==> src/design/tpc_defines.svh <==
`ifndef TPC_DEFINES_SVH
`define TPC_DEFINES_SVH

// ----------------------------------------------------------------------------
// register offsets
// ----------------------------------------------------------------------------
`define TPC_OFS_CFG1 8'h32
`define TPC_OFS_CFG2 8'h33
`define TPC_OFS_CENTER 8'h34
`define TPC_OFS_SGL_THR 8'h35
`define TPC_OFS_DIF_THR 8'h36
`define TPC_OFS_CNT 8'h37

// ----------------------------------------------------------------------------
// reset values
// ----------------------------------------------------------------------------
`define TPC_RST_CFG1 8'h00
`define TPC_RST_CFG2 8'h00
`define TPC_RST_CENTER 2'h0
`define TPC_RST_SGL_THR 7'h00
`define TPC_RST_DIF_THR 6'h00
`define TPC_RST_CNT 4'h0

// ----------------------------------------------------------------------------
// field positions, first configuration register
// ----------------------------------------------------------------------------
`define TPC_B_DIFF 0
`define TPC_B_POL12 1
`define TPC_B_POL13 2
`define TPC_B_EN12 3
`define TPC_B_EN13 4
`define TPC_B_INVDRV 5

// ----------------------------------------------------------------------------
// field positions, second configuration register
// ----------------------------------------------------------------------------
`define TPC_B_IRQEN12 0
`define TPC_B_IRQEN13 1
`define TPC_B_AUX12 2
`define TPC_B_AUX13 4
`define TPC_B_DRIFT12 6
`define TPC_B_DRIFT13 7
`define TPC_CFG2_RD_MASK 8'h03

// ----------------------------------------------------------------------------
// threshold and centre arithmetic
// ----------------------------------------------------------------------------
`define TPC_THR_STEP 512
`define TPC_SGL_THR_BASE (-32768)
`define TPC_CENTER_STEP 8192
`define TPC_CENTER_BASE (-24576)

`endif

==> src/design/tpc_pkg.sv <==
package tpc_pkg;
    // function of one sensor pin
    typedef enum logic [2:0] {
        PIN_OFF = 3'b000,
        PIN_SENSE = 3'b001,
        PIN_REFCAP = 3'b010,
        PIN_INVDRV = 3'b011,
        PIN_IRQOUT = 3'b100
    } tpc_pin_t;

    // auxiliary output mode per channel
    typedef enum logic [1:0] {
        AUX_SENSE = 2'b00,
        AUX_STATIC = 2'b01,
        AUX_LED = 2'b10,
        AUX_RSVD = 2'b11
    } tpc_aux_t;

    typedef logic signed [15:0] tpc_sample_t;
endpackage

==> src/design/tpc_pair_ctrl.sv <==
`timescale 1ns/1ps
`include "tpc_defines.svh"

// Behaviour
// - disabled channel skips detection, pins repurposed
// - polarity selects amplifier side, single only
// - mode bit selects single or differential
// - only seven pin combinations; decode pin functions
// - drift compensation bit per channel
// - aux output mode: sense, static, led
// - interrupt enable gates touch interrupts
// - centre field maps to four baseline values
// - differential centre value forced to zero
// - single threshold is code times 512 minus 32768
// - single exceedance run raises irq and flag
// - differential window from -512n to 512n-1
// - outside window run raises irq and flag
// - count field k needs k+1 exceedances
module tpc_pair_ctrl (
    input wire logic clk_sys, // system clock
    input wire logic reset, // synchronous reset, active high
    input wire logic regWrite, // register write strobe
    input wire logic regRead, // register read strobe
    input wire logic [7:0] regAddr, // register offset
    input wire logic [7:0] regWrData, // register write data
    output logic [7:0] regRdData, // register read data
    input wire logic measValid, // one measurement done
    input wire logic measChannel, // 0 = channel 12, 1 = channel 13
    input wire tpc_pkg::tpc_sample_t measData, // measured value
    input wire logic [1:0] flagClear, // clear status flags
    output logic [1:0] touchFlag, // sticky detection flags
    output logic touchIrq, // touch interrupt level
    output tpc_pkg::tpc_pin_t pin12Func, // pin 12 function
    output tpc_pkg::tpc_pin_t pin13Func, // pin 13 function
    output logic comboIllegal, // forbidden pin combination
    output logic pairDifferential, // pair in differential mode
    output logic [1:0] ampNegative, // channel on negative amp side
    output logic [1:0] driftComp, // dynamic calibration on
    output tpc_pkg::tpc_aux_t auxMode12, // channel 12 aux mode
    output tpc_pkg::tpc_aux_t auxMode13, // channel 13 aux mode
    output logic [1:0] auxDrive, // drive programmed output value
    output tpc_pkg::tpc_sample_t centerValue, // calibration centre
    output tpc_pkg::tpc_sample_t thrSingle, // single threshold
    output tpc_pkg::tpc_sample_t thrDiffLow, // window low bound
    output tpc_pkg::tpc_sample_t thrDiffHigh // window high bound
);
    import tpc_pkg::*;

    // ------------------------------------------------------------------------
    // helpers
    // ------------------------------------------------------------------------
    // single threshold from 7-bit code
    function automatic tpc_sample_t singleThr(input logic [6:0] code);
        logic signed [17:0] v;
        v = 18'(`TPC_SGL_THR_BASE) + 18'(code) * 18'(`TPC_THR_STEP);
        return v[15:0];
    endfunction

    // aux field of a channel from cfg2
    function automatic tpc_aux_t auxOf(input logic [7:0] c, input logic ch);
        logic [1:0] f;
        f = ch ? c[`TPC_B_AUX13 +: 2] : c[`TPC_B_AUX12 +: 2];
        return tpc_aux_t'(f);
    endfunction

    // ------------------------------------------------------------------------
    // register file
    // ------------------------------------------------------------------------
    logic [7:0] cfg1;
    logic [7:0] cfg2;
    logic [1:0] centerSel;
    logic [6:0] sglThrCode;
    logic [5:0] difThrCode;
    logic [3:0] cntCode;
    logic [7:0] next_cfg1;
    logic [7:0] next_cfg2;
    logic [1:0] next_centerSel;
    logic [6:0] next_sglThrCode;
    logic [5:0] next_difThrCode;
    logic [3:0] next_cntCode;
    logic [7:0] next_regRdData;

    // writes and registered reads
    always_comb begin
        next_cfg1 = cfg1;
        next_cfg2 = cfg2;
        next_centerSel = centerSel;
        next_sglThrCode = sglThrCode;
        next_difThrCode = difThrCode;
        next_cntCode = cntCode;
        next_regRdData = regRdData;
        if (regWrite) begin
            case (regAddr)
                `TPC_OFS_CFG1: next_cfg1 = regWrData;
                `TPC_OFS_CFG2: next_cfg2 = regWrData;
                `TPC_OFS_CENTER: next_centerSel = regWrData[1:0];
                `TPC_OFS_SGL_THR: next_sglThrCode = regWrData[6:0];
                `TPC_OFS_DIF_THR: next_difThrCode = regWrData[5:0];
                `TPC_OFS_CNT: next_cntCode = regWrData[3:0];
                default: ;
            endcase
        end
        if (regRead) begin
            case (regAddr)
                `TPC_OFS_CFG1: next_regRdData = cfg1;
                `TPC_OFS_CFG2: next_regRdData = cfg2 & `TPC_CFG2_RD_MASK;
                `TPC_OFS_CENTER: next_regRdData = {6'h00, centerSel};
                `TPC_OFS_SGL_THR: next_regRdData = {1'b0, sglThrCode};
                `TPC_OFS_DIF_THR: next_regRdData = {2'h0, difThrCode};
                `TPC_OFS_CNT: next_regRdData = {4'h0, cntCode};
                default: next_regRdData = 8'h00;
            endcase
        end
    end

    always_ff @(posedge clk_sys) begin
        if (reset) begin
            cfg1 <= `TPC_RST_CFG1;
            cfg2 <= `TPC_RST_CFG2;
            centerSel <= `TPC_RST_CENTER;
            sglThrCode <= `TPC_RST_SGL_THR;
            difThrCode <= `TPC_RST_DIF_THR;
            cntCode <= `TPC_RST_CNT;
            regRdData <= 8'h00;
        end else begin
            cfg1 <= next_cfg1;
            cfg2 <= next_cfg2;
            centerSel <= next_centerSel;
            sglThrCode <= next_sglThrCode;
            difThrCode <= next_difThrCode;
            cntCode <= next_cntCode;
            regRdData <= next_regRdData;
        end
    end

    // ------------------------------------------------------------------------
    // decoded configuration
    // ------------------------------------------------------------------------
    logic isDiff;
    logic invDrv;
    logic [1:0] senseEn;
    logic [1:0] irqEn;
    logic [1:0] detectOn;
    tpc_sample_t thrS;
    tpc_sample_t thrLo;
    tpc_sample_t thrHi;
    tpc_pin_t p12;
    tpc_pin_t p13;
    logic badCombo;
    tpc_sample_t center;
    logic [1:0] ampNeg;

    // field extraction and detection gating
    always_comb begin
        isDiff = cfg1[`TPC_B_DIFF];
        invDrv = cfg1[`TPC_B_INVDRV];
        senseEn = {cfg1[`TPC_B_EN13], cfg1[`TPC_B_EN12]};
        irqEn = {cfg2[`TPC_B_IRQEN13], cfg2[`TPC_B_IRQEN12]};
        // static aux mode suppresses sensing
        detectOn[0] = senseEn[0] && auxOf(cfg2, 1'b0) != AUX_STATIC;
        detectOn[1] = senseEn[1] && auxOf(cfg2, 1'b1) != AUX_STATIC;
        thrS = singleThr(sglThrCode);
        thrHi = tpc_sample_t'(16'(difThrCode) * 16'(`TPC_THR_STEP) - 16'd1);
        thrLo = tpc_sample_t'(16'd0 - 16'(difThrCode) * 16'(`TPC_THR_STEP));
    end

    // polarity and centre value
    always_comb begin
        // differential wires 12 positive and 13 negative
        ampNeg = isDiff ? 2'b10 : {cfg1[`TPC_B_POL13], cfg1[`TPC_B_POL12]};
        if (isDiff) begin
            center = 16'sh0000;
        end else begin
            center = tpc_sample_t'(16'(`TPC_CENTER_BASE)
                + 16'(centerSel) * 16'(`TPC_CENTER_STEP));
        end
    end

    // pin function combinations
    always_comb begin
        p12 = PIN_OFF;
        p13 = PIN_OFF;
        badCombo = 1'b0;
        unique case ({invDrv, senseEn[1], senseEn[0], isDiff})
            4'b1000: begin
                p13 = PIN_INVDRV;
                p12 = PIN_REFCAP;
            end
            4'b0000: p13 = PIN_IRQOUT;
            4'b0010: begin
                p13 = PIN_IRQOUT;
                p12 = PIN_SENSE;
            end
            4'b0100: p13 = PIN_SENSE;
            4'b0110, 4'b0111: begin
                p13 = PIN_SENSE;
                p12 = PIN_SENSE;
            end
            4'b0001: ;
            default: badCombo = 1'b1;
        endcase
    end

    // ------------------------------------------------------------------------
    // exceedance counters and flags
    // ------------------------------------------------------------------------
    logic [4:0] runCnt [2];
    logic [4:0] next_runCnt [2];
    logic [1:0] next_touchFlag;
    logic [1:0] ledHold;
    logic [1:0] next_ledHold;
    logic [1:0] hit;
    logic ch;
    logic over;

    always_comb begin
        next_runCnt = runCnt;
        next_ledHold = ledHold;
        hit = 2'b00;
        // differential pair counts on channel 12 slot
        ch = isDiff ? 1'b0 : measChannel;
        if (isDiff) begin
            over = measData < thrLo || measData > thrHi;
        end else begin
            over = measData > thrS;
        end
        if (measValid && detectOn[ch]) begin
            if (over) begin
                if (runCnt[ch] == {1'b0, cntCode}) begin
                    hit[ch] = 1'b1;
                end
                if (runCnt[ch] <= {1'b0, cntCode}) begin
                    next_runCnt[ch] = runCnt[ch] + 5'd1;
                end
            end else begin
                next_runCnt[ch] = 5'd0;
            end
            // led mode drives for one interval after an over-threshold measurement
            next_ledHold[ch] = over;
        end
        // set wins over clear
        next_touchFlag = (touchFlag & ~flagClear) | (hit & irqEn);
    end

    always_ff @(posedge clk_sys) begin
        if (reset) begin
            runCnt[0] <= 5'd0;
            runCnt[1] <= 5'd0;
            touchFlag <= 2'b00;
            ledHold <= 2'b00;
        end else begin
            runCnt <= next_runCnt;
            touchFlag <= next_touchFlag;
            ledHold <= next_ledHold;
        end
    end

    // ------------------------------------------------------------------------
    // registered outputs
    // ------------------------------------------------------------------------
    logic [1:0] next_auxDrive;

    always_comb begin
        next_auxDrive[0] = auxOf(cfg2, 1'b0) == AUX_STATIC
            || (auxOf(cfg2, 1'b0) == AUX_LED && ledHold[0]);
        next_auxDrive[1] = auxOf(cfg2, 1'b1) == AUX_STATIC
            || (auxOf(cfg2, 1'b1) == AUX_LED && ledHold[1]);
    end

    always_ff @(posedge clk_sys) begin
        if (reset) begin
            touchIrq <= 1'b0;
            pin12Func <= PIN_OFF;
            pin13Func <= PIN_OFF;
            comboIllegal <= 1'b0;
            pairDifferential <= 1'b0;
            ampNegative <= 2'b00;
            driftComp <= 2'b00;
            auxMode12 <= AUX_SENSE;
            auxMode13 <= AUX_SENSE;
            auxDrive <= 2'b00;
            centerValue <= 16'sh0000;
            thrSingle <= 16'sh0000;
            thrDiffLow <= 16'sh0000;
            thrDiffHigh <= 16'sh0000;
        end else begin
            touchIrq <= |next_touchFlag;
            pin12Func <= p12;
            pin13Func <= p13;
            comboIllegal <= badCombo;
            pairDifferential <= isDiff;
            ampNegative <= ampNeg;
            driftComp <= {cfg2[`TPC_B_DRIFT13], cfg2[`TPC_B_DRIFT12]};
            auxMode12 <= auxOf(cfg2, 1'b0);
            auxMode13 <= auxOf(cfg2, 1'b1);
            auxDrive <= next_auxDrive;
            centerValue <= center;
            thrSingle <= thrS;
            thrDiffLow <= thrLo;
            thrDiffHigh <= thrHi;
        end
    end
endmodule

==> config.mk <==
export PLATFORM = sky130hd
export DESIGN_NAME = tpc_pair_ctrl
export DESIGN_NICKNAME = d
export VERILOG_FILES = /design/src/design/tpc_pkg.sv /design/src/design/tpc_pair_ctrl.sv
export VERILOG_INCLUDE_DIRS = /design/src /design/src/design
export SDC_FILE = /design/constraint.sdc
export NUM_CORES = 1
export LEC_CHECK = 0
export BUFFER_PORTS_ARGS = -buffer_cell sky130_fd_sc_hd__buf_2
export CAP_MARGIN = 20
export CORE_ASPECT_RATIO = 1.75
export CORE_MARGIN = 5
export CORE_UTILIZATION = 48
export CTS_CLUSTER_DIAMETER = 30
export CTS_CLUSTER_SIZE = 8
export DETAILED_ROUTE_END_ITERATION = 8
export MAX_ROUTING_LAYER = met4
export PLACE_DENSITY = 0.82
export SYNTH_ARGS = -nofsm -noshare
export SYNTH_HDL_FRONTEND = slang
export SYNTH_SLANG_ARGS = --single-unit
==> constraint.sdc <==
create_clock -name clk_sys -period 2.9 [get_ports clk_sys]
set_input_delay 0.29 -clock clk_sys [delete_from_list [all_inputs] [get_ports clk_sys]]
set_output_delay 0.29 -clock clk_sys [all_outputs]
set_load 0.02 [all_outputs]
# After elaboration in Yosys (flattened, before gate mapping)
# Cells that the tools add are included.
[totals] ram_bits=0 latchBits=0 wordCells=113 input_bits=40 out_inout_bits=93 ff_bits=140 memories=0 romBits=0
[classes] order_cmp=8 n_eq_ne=20 n_addsub=5 shift=0 mul=0 muxes=23 bitwise=7 n_reduce_logical=24 div_mod_pow=0
[ops] cell="$eq 8x6->1 const B" n=6
[ops] cell="$pmux 8 s6" n=1
[ops] cell="$gt 16x16->1" n=2
[ops] cell="$mux 10" n=2
[ops] cell="$mux 5" n=4
[ops] cell="$add 16x15->16 const A" n=1
[ops] cell="$add 16x16->16 const A" n=1
[ops] cell="$lt 16x16->1" n=1
[ops] cell="$sub 1x15->16 const A" n=1
[ops] cell="$sub 15x1->16 const B" n=1
[ops] cell="$reduce_and 2->1" n=7
[ops] cell="$eq 4x3->1 const B" n=3
[ops] cell="$and 10x10->10" n=1
[ops] cell="$bwmux 10" n=1
[ops] cell="$not 10->10" n=1
[ops] cell="$pmux 3 s3" n=1
[ops] cell="$mux 2" n=4
[ops] cell="$logic_and 1x1->1" n=7
[ops] cell="$reduce_or 7->1" n=1
[ops] cell="$mux 1" n=6
[ops] cell="$ne 2x1->1 const B" n=3
[ops] cell="$reduce_or 2->1" n=3
[ops] cell="$reduce_or 3->1" n=2
[ops] cell="$add 5x1->5 const B" n=1
[ops] cell="21 further kinds" n=26

# Depth between registers and ports, before layout
# Gate-level depths: netlist of the first run.
[logic_depth] depth_word=12 ltp_mapped=12 ltp_nobuf=12

# Least setup slack after synthesis of the first run
# OpenSTA, ideal clock, no wires.
[synth_timing] path_kind="reg-to-reg" startpoint="reg difThrCode[0]" endpoint="reg runCnt[5] in the netlist's numbering" period_less_slack_ps=2825 required_time_ps=2817 setup_time_ps=83 path_slack_ps=75 path_stages_with_launch=13 path_buffers=0 t_arrival_ps=2743 path_cell_list="dfxtp_1 -> inv_1 -> ha_1 -> nand2_1 -> xor2_1 -> inv_2 -> ha_1 -> a21o_1 -> a2111oi_0 -> o21ai_1 -> and3_1 -> or4_1 -> o221ai_1"
[synth_between] elab_chain_cells=6 word_cells_on_any_way=9 classes_between="2 x add/sub; 2 x order compare; 1 x eq/ne; 2 x mux; 2 x reduce/logical"
[synth_lines] item="start, declared" line="tpc_pair_ctrl.sv:73" text="logic [5:0] difThrCode;"
[synth_lines] item="start signal, assigned" line="tpc_pair_ctrl.sv:122" text="difThrCode <= `TPC_RST_DIF_THR;"
[synth_lines] item="start signal, assigned" line="tpc_pair_ctrl.sv:130" text="difThrCode <= next_difThrCode;"
[synth_lines] item="$sub 15x1->16 *" line="tpc_pair_ctrl.sv:163" text="thrHi = tpc_sample_t'(16'(difThrCode) * 16'(`TPC_THR_STEP) - 16'd1);"
[synth_lines] item="named net thrHi[9]" line="tpc_pair_ctrl.sv:146" text="tpc_sample_t thrHi;"
[synth_lines] item="$gt 16x16->1 *" line="tpc_pair_ctrl.sv:223" text="over = measData < thrLo || measData > thrHi;"
[synth_lines] item="$logic_or 1x1->1 *" line="tpc_pair_ctrl.sv:223"
[synth_lines] item="$mux 1 *" line="tpc_pair_ctrl.sv:222" text="if (isDiff) begin"
[synth_lines] item="$ne 2x1->1 (no line)"
[synth_lines] item="$reduce_and 2->1 (no line)"
[synth_lines] item="end signal, assigned" line="tpc_pair_ctrl.sv:252" text="runCnt <= next_runCnt;"
[synth_lines] item="end, declared" line="tpc_pair_ctrl.sv:207" text="logic [4:0] runCnt [2];"
# The timed path passes the listed nets; every way through them passes the cells marked *.
# A chain may end at the register's enable or synchronous reset.

# Worst setup path in the final report of the first run
[layout_timing] startpoint="reg difThrCode[1]" endpoint="reg runCnt[9] in the netlist's numbering"
[layout_between] elab_chain_cells=6 word_cells_on_any_way=9 classes_between="2 x add/sub; 2 x order compare; 1 x eq/ne; 2 x mux; 2 x reduce/logical"
[layout_lines] item="$sub 1x15->16 / $sub 15x1->16 (equally long branches)" line="tpc_pair_ctrl.sv:164, tpc_pair_ctrl.sv:163"
[layout_lines] item="$lt 16x16->1 / $gt 16x16->1 (equally long branches)" line="tpc_pair_ctrl.sv:223"
[layout_lines] item="$logic_or 1x1->1 *" line="tpc_pair_ctrl.sv:223"
[layout_lines] item="$mux 1 *" line="tpc_pair_ctrl.sv:222"
[layout_lines] item="$ne 2x1->1 (no line)"
[layout_lines] item="$reduce_and 2->1 (no line)"
# Mark *: on every way between the ends. The rest lies on a longest branch, timed or not.

==> results of run 1 <==
## power groups by stage
stage               Combinational, mW  Sequential, mW  Clock (mW)
CTS                             0.238            1.39        1.25
detailed placement              0.235            1.42           0
finish                          0.253            1.39        1.25
global placement                0.231            1.42           0
floorplan                       0.179            1.43           0
global route                    0.271            1.39        1.31
## timing repair
item                                    CTS  global route
setup buffers                             1             1
hold buffers                              0             0
pin swaps                                 0            10
gates cloned                              0             0
resized for setup                         6            23
endpoints found under the setup margin    7            13
## flip-flops by register name, indices dropped and copies added (netlist names), 3 cells and up
signal       flops
runCnt          10
cfg1             8
cfg2             8
regRdData        8
thrDiffHigh      8
sglThrCode       7
thrDiffLow       7
thrSingle        7
difThrCode       6
cntCode          4
centerValue      3
pin13Func        3
## worst paths after layout
check                                                start                      to  slack (ns)
worst max-delay path            difThrCode[1]$_SDFFE_PP0P_  runCnt[9]$_SDFFE_PP0P_        0.06
worst min-delay path                          regWrData[7]    cfg1[7]$_SDFFE_PP0P_        0.20
worst min register to register        cfg1[7]$_SDFFE_PP0P_    cfg1[7]$_SDFFE_PP0P_        0.46
worst max register to register  difThrCode[1]$_SDFFE_PP0P_  runCnt[9]$_SDFFE_PP0P_        0.06
## critical path, cell delays in order (launching register included)
cell	delay (ns)
dfxtp_2	0.36
inv_1	0.08
ha_4	0.17
nand2_2	0.10
xor2_2	0.19
inv_2	0.06
ha_1	0.30
a21o_1	0.22
a2111oi_4	0.36
o21ai_2	0.13
and3_4	0.22
or4_1	0.48
o221ai_1	0.09
## cells in the final DEF, fill, tap and decap left out, types with 4 or more instances in the layout
master | netlist | layout
buf_2 | 3 | 100
ha_1 | 29 | 27
nand3_1 | 31 | 30
buf_4 | 41 | 18
a21o_1 | 5 | 5
nor2_1 | 56 | 56
inv_1 | 24 | 24
nor2b_1 | 8 | 8
nand3b_1 | 4 | 4
dfxtp_1 | 100 | 98
a22o_1 | 4 | 4
nand2b_1 | 6 | 5
a21oi_1 | 46 | 46
nand2_1 | 47 | 45
nor3_1 | 11 | 9
and3_1 | 7 | 6
mux2i_1 | 15 | 15
clkbuf_16 | 0 | 9
conb_1 | 1 | 32
nand4_1 | 9 | 9
a22oi_1 | 7 | 7
## area by class of cell
| class | count | area, sq um |
|---|---|---|
| multi-input combinational | 396 | 2690 |
| clock inverter | 5 | 68.8 |
| clock buffer | 11 | 243 |
| inverter | 27 | 101 |
| tap | 127 | 159 |
| sequential | 100 | 2000 |
| fill | 918 | 4270 |
| timing repair buffer | 119 | 647 |
## metrics by stage
step	power [mW]	instances	hold WS [ns]	TNS (ns)
after floorplan	1.61	586	0.430	0
after global placement	1.65	767	0.444	0
after detailed placement	1.65	767	0.453	-0.457
after CTS	2.88	784	0.201	0
after global routing	2.97	785	0.213	-0.00397
final	2.89	785	0.199	0
## cell families after synthesis
family | Yosys count | synth area share (%)
buffers and inverters | 90 | 10.1
flip-flops | 100 | 40.6
AND/OR/NAND/NOR | 210 | 22.5
XOR/XNOR | 6 | 1.07
AO/OA/AOI/OAI | 99 | 14.1
multiplexers | 20 | 4.18
other | 1 | 0.0760
adder cells (fa/ha/maj) | 29 | 7.35
## per-layer routing
metal  vias up  wire, um
met5         -         0
met4         0       960
met3        70       737
met2       203      7280
met1      2078      4840
li1       2074         -
==> summary.md, run 1 <==
| Metric | Value |
|---|---|
| Die Span Y | around 140 um |
| Endpoints failing setup | 0 |
| Number of vias in the routed layout | 4,425 |
| Core Util, Final | about three fifths |
| Final worst path period share | slightly below 100% |
| M1 GR Usage | 22.9% |
| #FFs+latches synth | 100 |
| Worst Path Arrival | just over 3 ns |
| Initial DRT Pass Iterations | 5 |
| Synth top area cells | dfxtp_1 (41%), ha_1 (7.4%), buf_4 (6.2%), a21oi_1 (4.7%), nor2_1 (4.3%) |
| Worst vdd ir | ~0.31 mV |
| Die area | about 0.012 sq mm |
| Routability cong. | between 1 and 1.5 |
| Post-synth top flop | dfxtp_1 |
| Final worst slack | 0.0595 ns |
| M3 GR Usage | under 10% |
| Vias in the first global route | about 4,500 |
| Crit Path Max Fanout | 5 |
| Final Critical Period | about 2.8 ns |
| Share of the synthesized area in the top cell type | 40.6% |
| Fmax | about 350 MHz |
| Logic pwr share | 8.8% |
| Detailed Place HPWL | 10.5 mm |
| Initial drt markers | about 230 |
| Most common cell in the netlist | dfxtp_1 |
| Cell-internal power | 2.16 mW |
| Sequential area share after synthesis | roughly two fifths |
| Max Clock Skew | 0.00504 ns |
| Gr busiest metal | met2 |
| Dpl ws | -0.142 ns |
| DRC violations left | 0 |
| Synthesis warning total | 0 |
| CP endpoint kind | register |
| NetSw | a little over 0.7 mW |
| Final Hold Viols | 0 |
| Syn-to-layout area delta | 19.8% |
| Root buf cell | clkbuf_16 |
| Mapped Area | 0.00493 sq mm |
| Status | finished clean |
| Die Wd | between 80 and 90 um |
| DP Area | about 0.0054 sq mm |
| GRT overflow | 0 |
| Clock-pin slew on the worst setup and hold paths | ~0.070 ns |
| Crit start category | register |
| Via density | roughly 5.6 |
| R2r worst-path depth | 12 |
| Commonest cells post-synth | dfxtp_1 (100), nor2_1 (56), nand2_1 (47) |
| Worst slew pin tran | roughly 0.71 ns |
| Area leader, netlist | dfxtp_1 |
| Reg power frac | a little under half |
| Synth async-reset ratio | 0% |
| CTS tree | built |
| Crit Path Class | reg -> reg |
| First-pass GRT wire length | between 20 and 25 mm |
| Largest net degree at the start of global routing | 50 |
| GR Layer Usage met2 | between 30% and 40% |
| Pwr Density | a little under 500 mW/mm^2 |
| Clk pwr share | 43.2% |
| Nets | 722 |
| Cells after Synth | approximately 560 |
| Worst skew pair latency | around 0.35 ns |
| DRT antenna net count | 0 |
| Slew Limit Fails | 0 |
| Relative slew slack | between 50 and 60% |
| Rows | roughly 50 |
| Sink Count | 100 |
| Antenna cells | 0 |
| Core area | just over 0.01 sq mm |
| Final instance area | 0.00591 sq mm |
| Routed len/inst | between 15 and 20 um |
| Post-synth cell types | 66 |
| Maxcap violations | 0 |
| Switch share | between 20% and 30% |
| Leak | about 2.6 nW |
| Post-synth EDFFs | 0 |
| Avg Synthesized Cell Area | around 8.9 sq um |
| Initial Util | between 40 and 50% |
| Share of layout cells above drive strength 1 | 26.7% |
| Initial antenna violation count | 0 |
| GRT Total Usage | 22.8% |
| CTS buffer count | 9 |
| H-tree depth | 3 |
| Worst hold stages | 3 |
| IO Count | about 130 |
| Crit path required time | approximately 3.2 ns |
| Clock Path Buffers | 2 |
| Number of port buffers | 100 |
| Worst Hold Class | in -> reg |
| WL final | roughly 14 mm |
Note: power is estimated with default switching activity, not from simulation.
==> run 2: changes to the inputs <==
--- a/config.mk
+++ b/config.mk
@@ -14,6 +14,7 @@
 export CTS_CLUSTER_DIAMETER = 30
 export CTS_CLUSTER_SIZE = 8
 export DETAILED_ROUTE_END_ITERATION = 8
+export GPL_TIMING_DRIVEN = 0
 export MAX_ROUTING_LAYER = met4
 export PLACE_DENSITY = 0.82
 export SYNTH_ARGS = -nofsm -noshare
==> constraint.sdc (replaced) <==
create_clock -name clk_sys -period 2.9 [get_ports clk_sys]
set_input_delay 0 -clock clk_sys [delete_from_list [all_inputs] [get_ports clk_sys]]
set_output_delay 0 -clock clk_sys [all_outputs]
set_load 0.02 [all_outputs]
==> run 2 against run 1 <==
- highest routed layer unchanged
- sequential power is essentially flat
- non-clock buffer count grew 62
- die area is the same
- clock skew grew 0.0058 ns
- via count grew 7.5%
- the run now ends with hold timing left
- register-to-register slack lost 0.06 ns
- design area grew 7.4%
- first-iteration DRC count grew 9.0%
- critical path type unchanged
- global-route usage grew 1.5 points
- utilization grew 4.3 points
==> summary.md, run 2 (same netlist as run 1, synthesis figures left out) <==
| Metric | Value |
|---|---|
| WL final | roughly 15 mm |
| Worst Path Arrival | 3.17 ns |
| Fmax | ~340 MHz |
| Crit start category | register |
| Max Clock Skew | 0.0108 ns |
| Final hold slack | -0.00623 ns |
| Setup repair after global routing missed its margin | true |
| First-pass GRT wire length | about 23 mm |
| CTS tree | built |
| Number of port buffers | a little under 100 |
| Number of flip-flops in the largest register | 10 |
| Crit Path Max Fanout | 5 |
| Leak | ~2.8 nW |
| Relative slew slack | between 50% and 60% |
| Commonest non-fill, non-tap cell in the layout | buf_2 |
| CP max stage cell | or4_4 |
| GRT Total Usage | between 20 and 25% |
| Worst skew pair latency | between 0.3 and 0.4 ns |
| Cell-internal power | around 2.1 mW |
| Largest Register | runCnt |
| Non-filler cells, final | about 850 |
| Routed len/inst | 17.6 um |
| CP endpoint kind | register |
| Worst vdd ir | about 0.33 mV |
| Crit path required time | between 3 and 4 ns |
| Reg power frac | 48.4% |
| Violated checks | hold timing |
| Clock Path Buffers | 2 |
| DRC violations left | 0 |
| Sink Count | 100 |
| Root buf cell | clkbuf_16 |
| Crit path cell chain | inv_1 -> ha_4 -> nand2_4 -> nor3_4 -> inv_2 -> ha_4 -> nand4_1 -> a21o_1 -> a221o_1 -> and3_4 -> or4_4 -> o221ai_1 |
| NetSw | 0.746 mW |
| CP most frequent cell | ha_4 |
| Largest stage delay on the critical path | 0.51 ns |
| Pwr Density | ~450 mW/mm^2 |
| Core Util, Final | roughly 62% |
| Rows | roughly 50 |
| Status | finished, violations left |
| Setup_tns | 0 ns |
| Clk pwr share | about two fifths |
| CTS buffer count | 9 |
| Die area | 0.0125 sq mm |
| Nets | between 700 and 800 |
| Routability cong. | ~1.0 |
| Initial Util | approximately half |
| Placed insts | slightly above 800 |
| Number of vias in the routed layout | 4,757 |
| Final Critical Period | between 2 and 3 ns |
| Die Wd | between 80 and 90 um |
| Initial DRT Pass Iterations | 5 |
| Detailed Place HPWL | 11.2 mm |
| Maxcap violations | 0 |
| Initial drt markers | 254 |
| Worst slew pin tran | 0.738 ns |
| Crit Path Class | reg -> reg |
| Initial antenna violation count | 1 |
| Largest net degree at the start of global routing | 18 |
| Logic pwr share | between 10 and 15% |
| Final Hold Viols | 1 |
| Tot Pwr | between 2 and 3 mW |
| Vias in the first global route | approximately 5,000 |
| DRT antenna net count | 0 |
| GRT overflow | 0 |
| FILL cells | 847 |
| Die Span Y | 144 um |
| Endpoints failing setup | 0 |
| Most frequent cells in the layout | buf_2 (102), dfxtp_1 (97), nor2_1 (54), buf_4 (51), a21oi_1 (46) |
| Clock-pin slew on the worst setup and hold paths | 0.07 ns |
| Slew Limit Fails | 0 |
| Switch share | 26.1% |
| Syn-to-layout area delta | 28.7% |
| Via density | between 5 and 6 |
| Core area | about 0.010 sq mm |
| IO Count | around 130 |
| Share of layout cells above drive strength 1 | between 20% and 30% |
| Final worst path period share | approximately 100% |
| H-tree depth | 3 |
| Worst Hold Class | in -> reg |
[run 2: routing by layer]
metal	share of wire (%)	global-route usage, %	vias up
met5	0	-	-
met1	35	23.7	2204
met2	52	41.9	267
met4	7.1	18.4	0
met3	6.4	4.33	83
li1	-	-	2203
[run 2: power groups by stage]
stage	sequential, mW	clock [mW]	combinational [mW]
floorplan	1.43	0	0.179
global placement	1.42	0	0.277
detailed placement	1.42	0	0.283
CTS	1.39	1.16	0.300
global route	1.39	1.23	0.338
finish	1.39	1.16	0.315
[run 2: path summary, 6_finish.rpt]
kind / startpoint / endpoint / slack [ns] / cells past startpoint
min: reset / runCnt[5]$_SDFFE_PP0P_ / -0.006 / 3
min reg2reg: cfg2[7]$_SDFFE_PP0P_ / driftComp[1]$_SDFF_PP0_ / 0.46 / 1
max: difThrCode[1]$_SDFFE_PP0P_ / runCnt[9]$_SDFFE_PP0P_ / 0.0007 / 12
max reg2reg: difThrCode[1]$_SDFFE_PP0P_ / runCnt[9]$_SDFFE_PP0P_ / 0.0007 / 12
[run 2: final cells by class]
type | instances | area, sq um | area share (%)
diodes | 1 | 2.50 | 0.0394
well taps | 127 | 159 | 2.50
multi-input cells | 396 | 2730 | 43.1
repair buffers | 118 | 661 | 10.4
flip-flops and latches | 100 | 2010 | 31.6
clock buffers | 10 | 239 | 3.77
plain buffers | 63 | 399 | 6.29
clock inverters | 5 | 42.5 | 0.670
inverters | 27 | 104 | 1.64
[run 2: worst max-delay path: cells and delay by family, from the launching register on]
kind | cells | cell delay, ns
adders and majority gates | 2 | 0.45
AOI/OAI and AO/OA | 3 | 0.60
buffers and inverters | 2 | 0.22
DFF | 1 | 0.34
and+or+nand+nor | 5 | 1.22
[run 2: stage by stage]
stage,setup WS (ns),area [sq um]
after floorplan,0.0747,5050
after global placement,-0.277,5700
after detailed placement,-0.389,5700
after CTS,0.00683,6170
after global routing,-0.0880,6350
final,0.000674,6350
[run 2: timing repair]
| item | in CTS | in global routing |
|---|---|---|
| hold endpoints to repair | 21 | 0 |
| pin swaps | 1 | 10 |
| resized for setup | 20 | 21 |
| endpoints found under the setup margin | 14 | 14 |
| hold buffers | 9 | 0 |
| setup buffers | 4 | 6 |
==> run 3: changes to the inputs <==
--- a/config.mk
+++ b/config.mk
@@ -8,7 +8,7 @@
 export LEC_CHECK = 0
 export BUFFER_PORTS_ARGS = -buffer_cell sky130_fd_sc_hd__buf_2
 export CAP_MARGIN = 20
-export CORE_ASPECT_RATIO = 1.75
+export CORE_ASPECT_RATIO = 1.2
 export CORE_MARGIN = 5
 export CORE_UTILIZATION = 48
 export CTS_CLUSTER_DIAMETER = 30
==> run 3 against run 2 <==
- the run now ends clean
- clock power increased by 10%
- clock-buffer cell count did not move
- critical path depth is 2 lower
- utilization increased by 0.80 points
- non-clock buffer count shrank 2
- largest power group unchanged
- highest routed layer unchanged
==> summary.md, run 3 (same netlist as run 1, synthesis figures left out) <==
| Metric | Value |
|---|---|
| Status | finished clean |
| Reg2reg setup slack | ~0.06 ns |
| WL final | roughly 14 mm |
| Share of layout cells above drive strength 1 | ~30% |
| Nets | approximately 800 |
| Via density | 5.41 |
| DRC violations left | 0 |
| Root buf cell | clkbuf_16 |
| Initial drt markers | about 300 |
| Placed insts | between 800 and 900 |
| Crit Path Max Fanout | 5 |
| Initial DRT Pass Iterations | 5 |
| Crit path required time | between 3 and 4 ns |
| Syn-to-layout area delta | 28.8% |
| Commonest non-fill, non-tap cell in the layout | buf_2 |
| Number of vias in the routed layout | about 4,600 |
| DP Area | around 0.0057 sq mm |
| Final worst path period share | between 90% and 100% |
| Initial Util | approximately half |
| Final hold slack | 0.0290 ns |
| Crit Path Class | reg -> reg |
| Worst Hold Class | in -> reg |
| Number of flip-flops in the largest register | 10 |
| Largest net degree at the start of global routing | 17 |
| Final Hold Viols | 0 |
| GRT Total Usage | ~23% |
| Multi-input gate area | ~0.0027 sq mm |
| Sequential Area | 0.00201 sq mm |
| Final Critical Period | 2.84 ns |
| CP endpoint kind | register |
| Worst slew pin tran | 0.655 ns |
| Clock Path Buffers | 2 |
| CTS tree | built |
| Relative slew slack | 56.1% |
| Initial antenna violation count | 0 |
| Antenna cells | 0 |
| Pwr Density | between 400 and 500 mW/mm^2 |
| Vias in the first global route | about 4,500 |
| Worst skew pair latency | 0.35 ns |
| Core area | about 0.010 sq mm |
| First-pass GRT wire length | 21.7 mm |
| Final instance area | 0.00635 sq mm |
| Die Wd | 103 um |
| Largest Register | runCnt |
| Die area | ~0.012 sq mm |
| DRT antenna net count | 0 |
| Maxcap violations | 0 |
| Routed len/inst | 16.4 um |
| Crit start category | register |
| CTS buffer count | 9 |
| Endpoints failing setup | 0 |
| IO Count | 133 |
| FILL cells | slightly above 800 |
| Sink Count | 100 |
| Slew Limit Fails | 0 |
| Rows | 40 |
| H-tree depth | 3 |
| Routability cong. | a little over 0.9 |
| Worst Path Arrival | ~3.1 ns |
| Max Clock Skew | roughly 0.011 ns |
| Worst vdd ir | approximately 0.25 mV |
| Core Util, Final | ~63% |
| Most frequent cells in the layout | buf_2 (102), dfxtp_1 (97), nor2_1 (54), buf_4 (48), a21oi_1 (46) |
| Fmax | between 300 and 400 MHz |
| Leak | 2.84 nW |
| Non-filler cells, final | between 800 and 900 |
| Detailed Place HPWL | 10.5 mm |
| Clock-pin slew on the worst setup and hold paths | about 0.07 ns |
| Number of port buffers | 99 |
| Die Span Y | between 100 and 150 um |
| GRT overflow | 0 |
[run 3: cell count changes in the layout (fill, tap and decap cells not counted), moves of 2 or more]
cell,delta
dfxtp_2,-2
o21ai_2,+2
o21ai_1,-2
bufinv_16,+2
buf_4,-3
dfxtp_4,+2
[run 3: power by group]
group	switching, mW	leakage [nW]	internal (mW)	total (mW)
logic	0.191	1.87	0.117	0.307
clock network	0.526	0.153	0.756	1.28
registers	0.00405	0.812	1.38	1.38
[run 3: final cells by class]
class | instances | area share [%]
Buffer | 63 | 6.28
Clock buffer | 10 | 3.60
Clock inverter | 6 | 1.36
Inverter | 27 | 1.67
Multi-Input combinational cell | 396 | 42.7
Sequential cell | 100 | 31.7
Tap cell | 126 | 2.48
Timing Repair Buffer | 116 | 10.2
[run 3: worst max-delay path: stages, from the launching register on]
cell and delay (ns):
dfxtp_4 0.38, nor3_4 0.21, nor3b_4 0.24, xnor2_2 0.11, ha_1 0.31, nand4_1 0.13, a21o_1 0.17, a221o_1 0.37
and3_4 0.23, or4_1 0.52, o221ai_1 0.09
[run 3: path summary, 6_finish.rpt]
| check | startpoint | to | cells after the start |
|---|---|---|---|
| max | difThrCode[0]$_SDFFE_PP0P_ | runCnt[9]$_SDFFE_PP0P_ | 10 |
| min | reset | runCnt[5]$_SDFFE_PP0P_ | 3 |
| max reg2reg | difThrCode[0]$_SDFFE_PP0P_ | runCnt[9]$_SDFFE_PP0P_ | 10 |
| min reg2reg | regRdData[7]$_SDFFE_PP0P_ | regRdData[7]$_SDFFE_PP0P_ | 2 |
[run 3: repair_timing]
item,4_1_cts,5_1_grt
cloned,0,0
setup endpoints to repair,14,9
gates resized for setup,18,25
pin swaps,1,8
hold buffers,10,0
endpoints found under the hold margin,27,0
setup buffers,2,5
[run 3: routing by layer]
| metal | vias to the layer above | global-route usage [%] | routed length, um |
|---|---|---|---|
| li1 | 2203 | - | - |
| met1 | 2096 | 27.6 | 5610 |
| met2 | 223 | 37.3 | 6720 |
| met3 | 45 | 3.28 | 995 |
| met4 | 0 | 11.0 | 547 |
| met5 | - | - | 0 |
[run 3: per-stage QoR]
| step | worst slack (ns) | power [mW] | setup TNS (ns) |
|---|---|---|---|
| floorplan | 0.0747 | 1.61 | 0 |
| finish | 0.0603 | 2.97 | 0 |
| global route | -0.0342 | 3.05 | -0.0992 |
| global placement | -0.276 | 1.69 | -2.19 |
| CTS | 0.00278 | 2.96 | 0 |
| detailed placement | -0.379 | 1.70 | -3.13 |
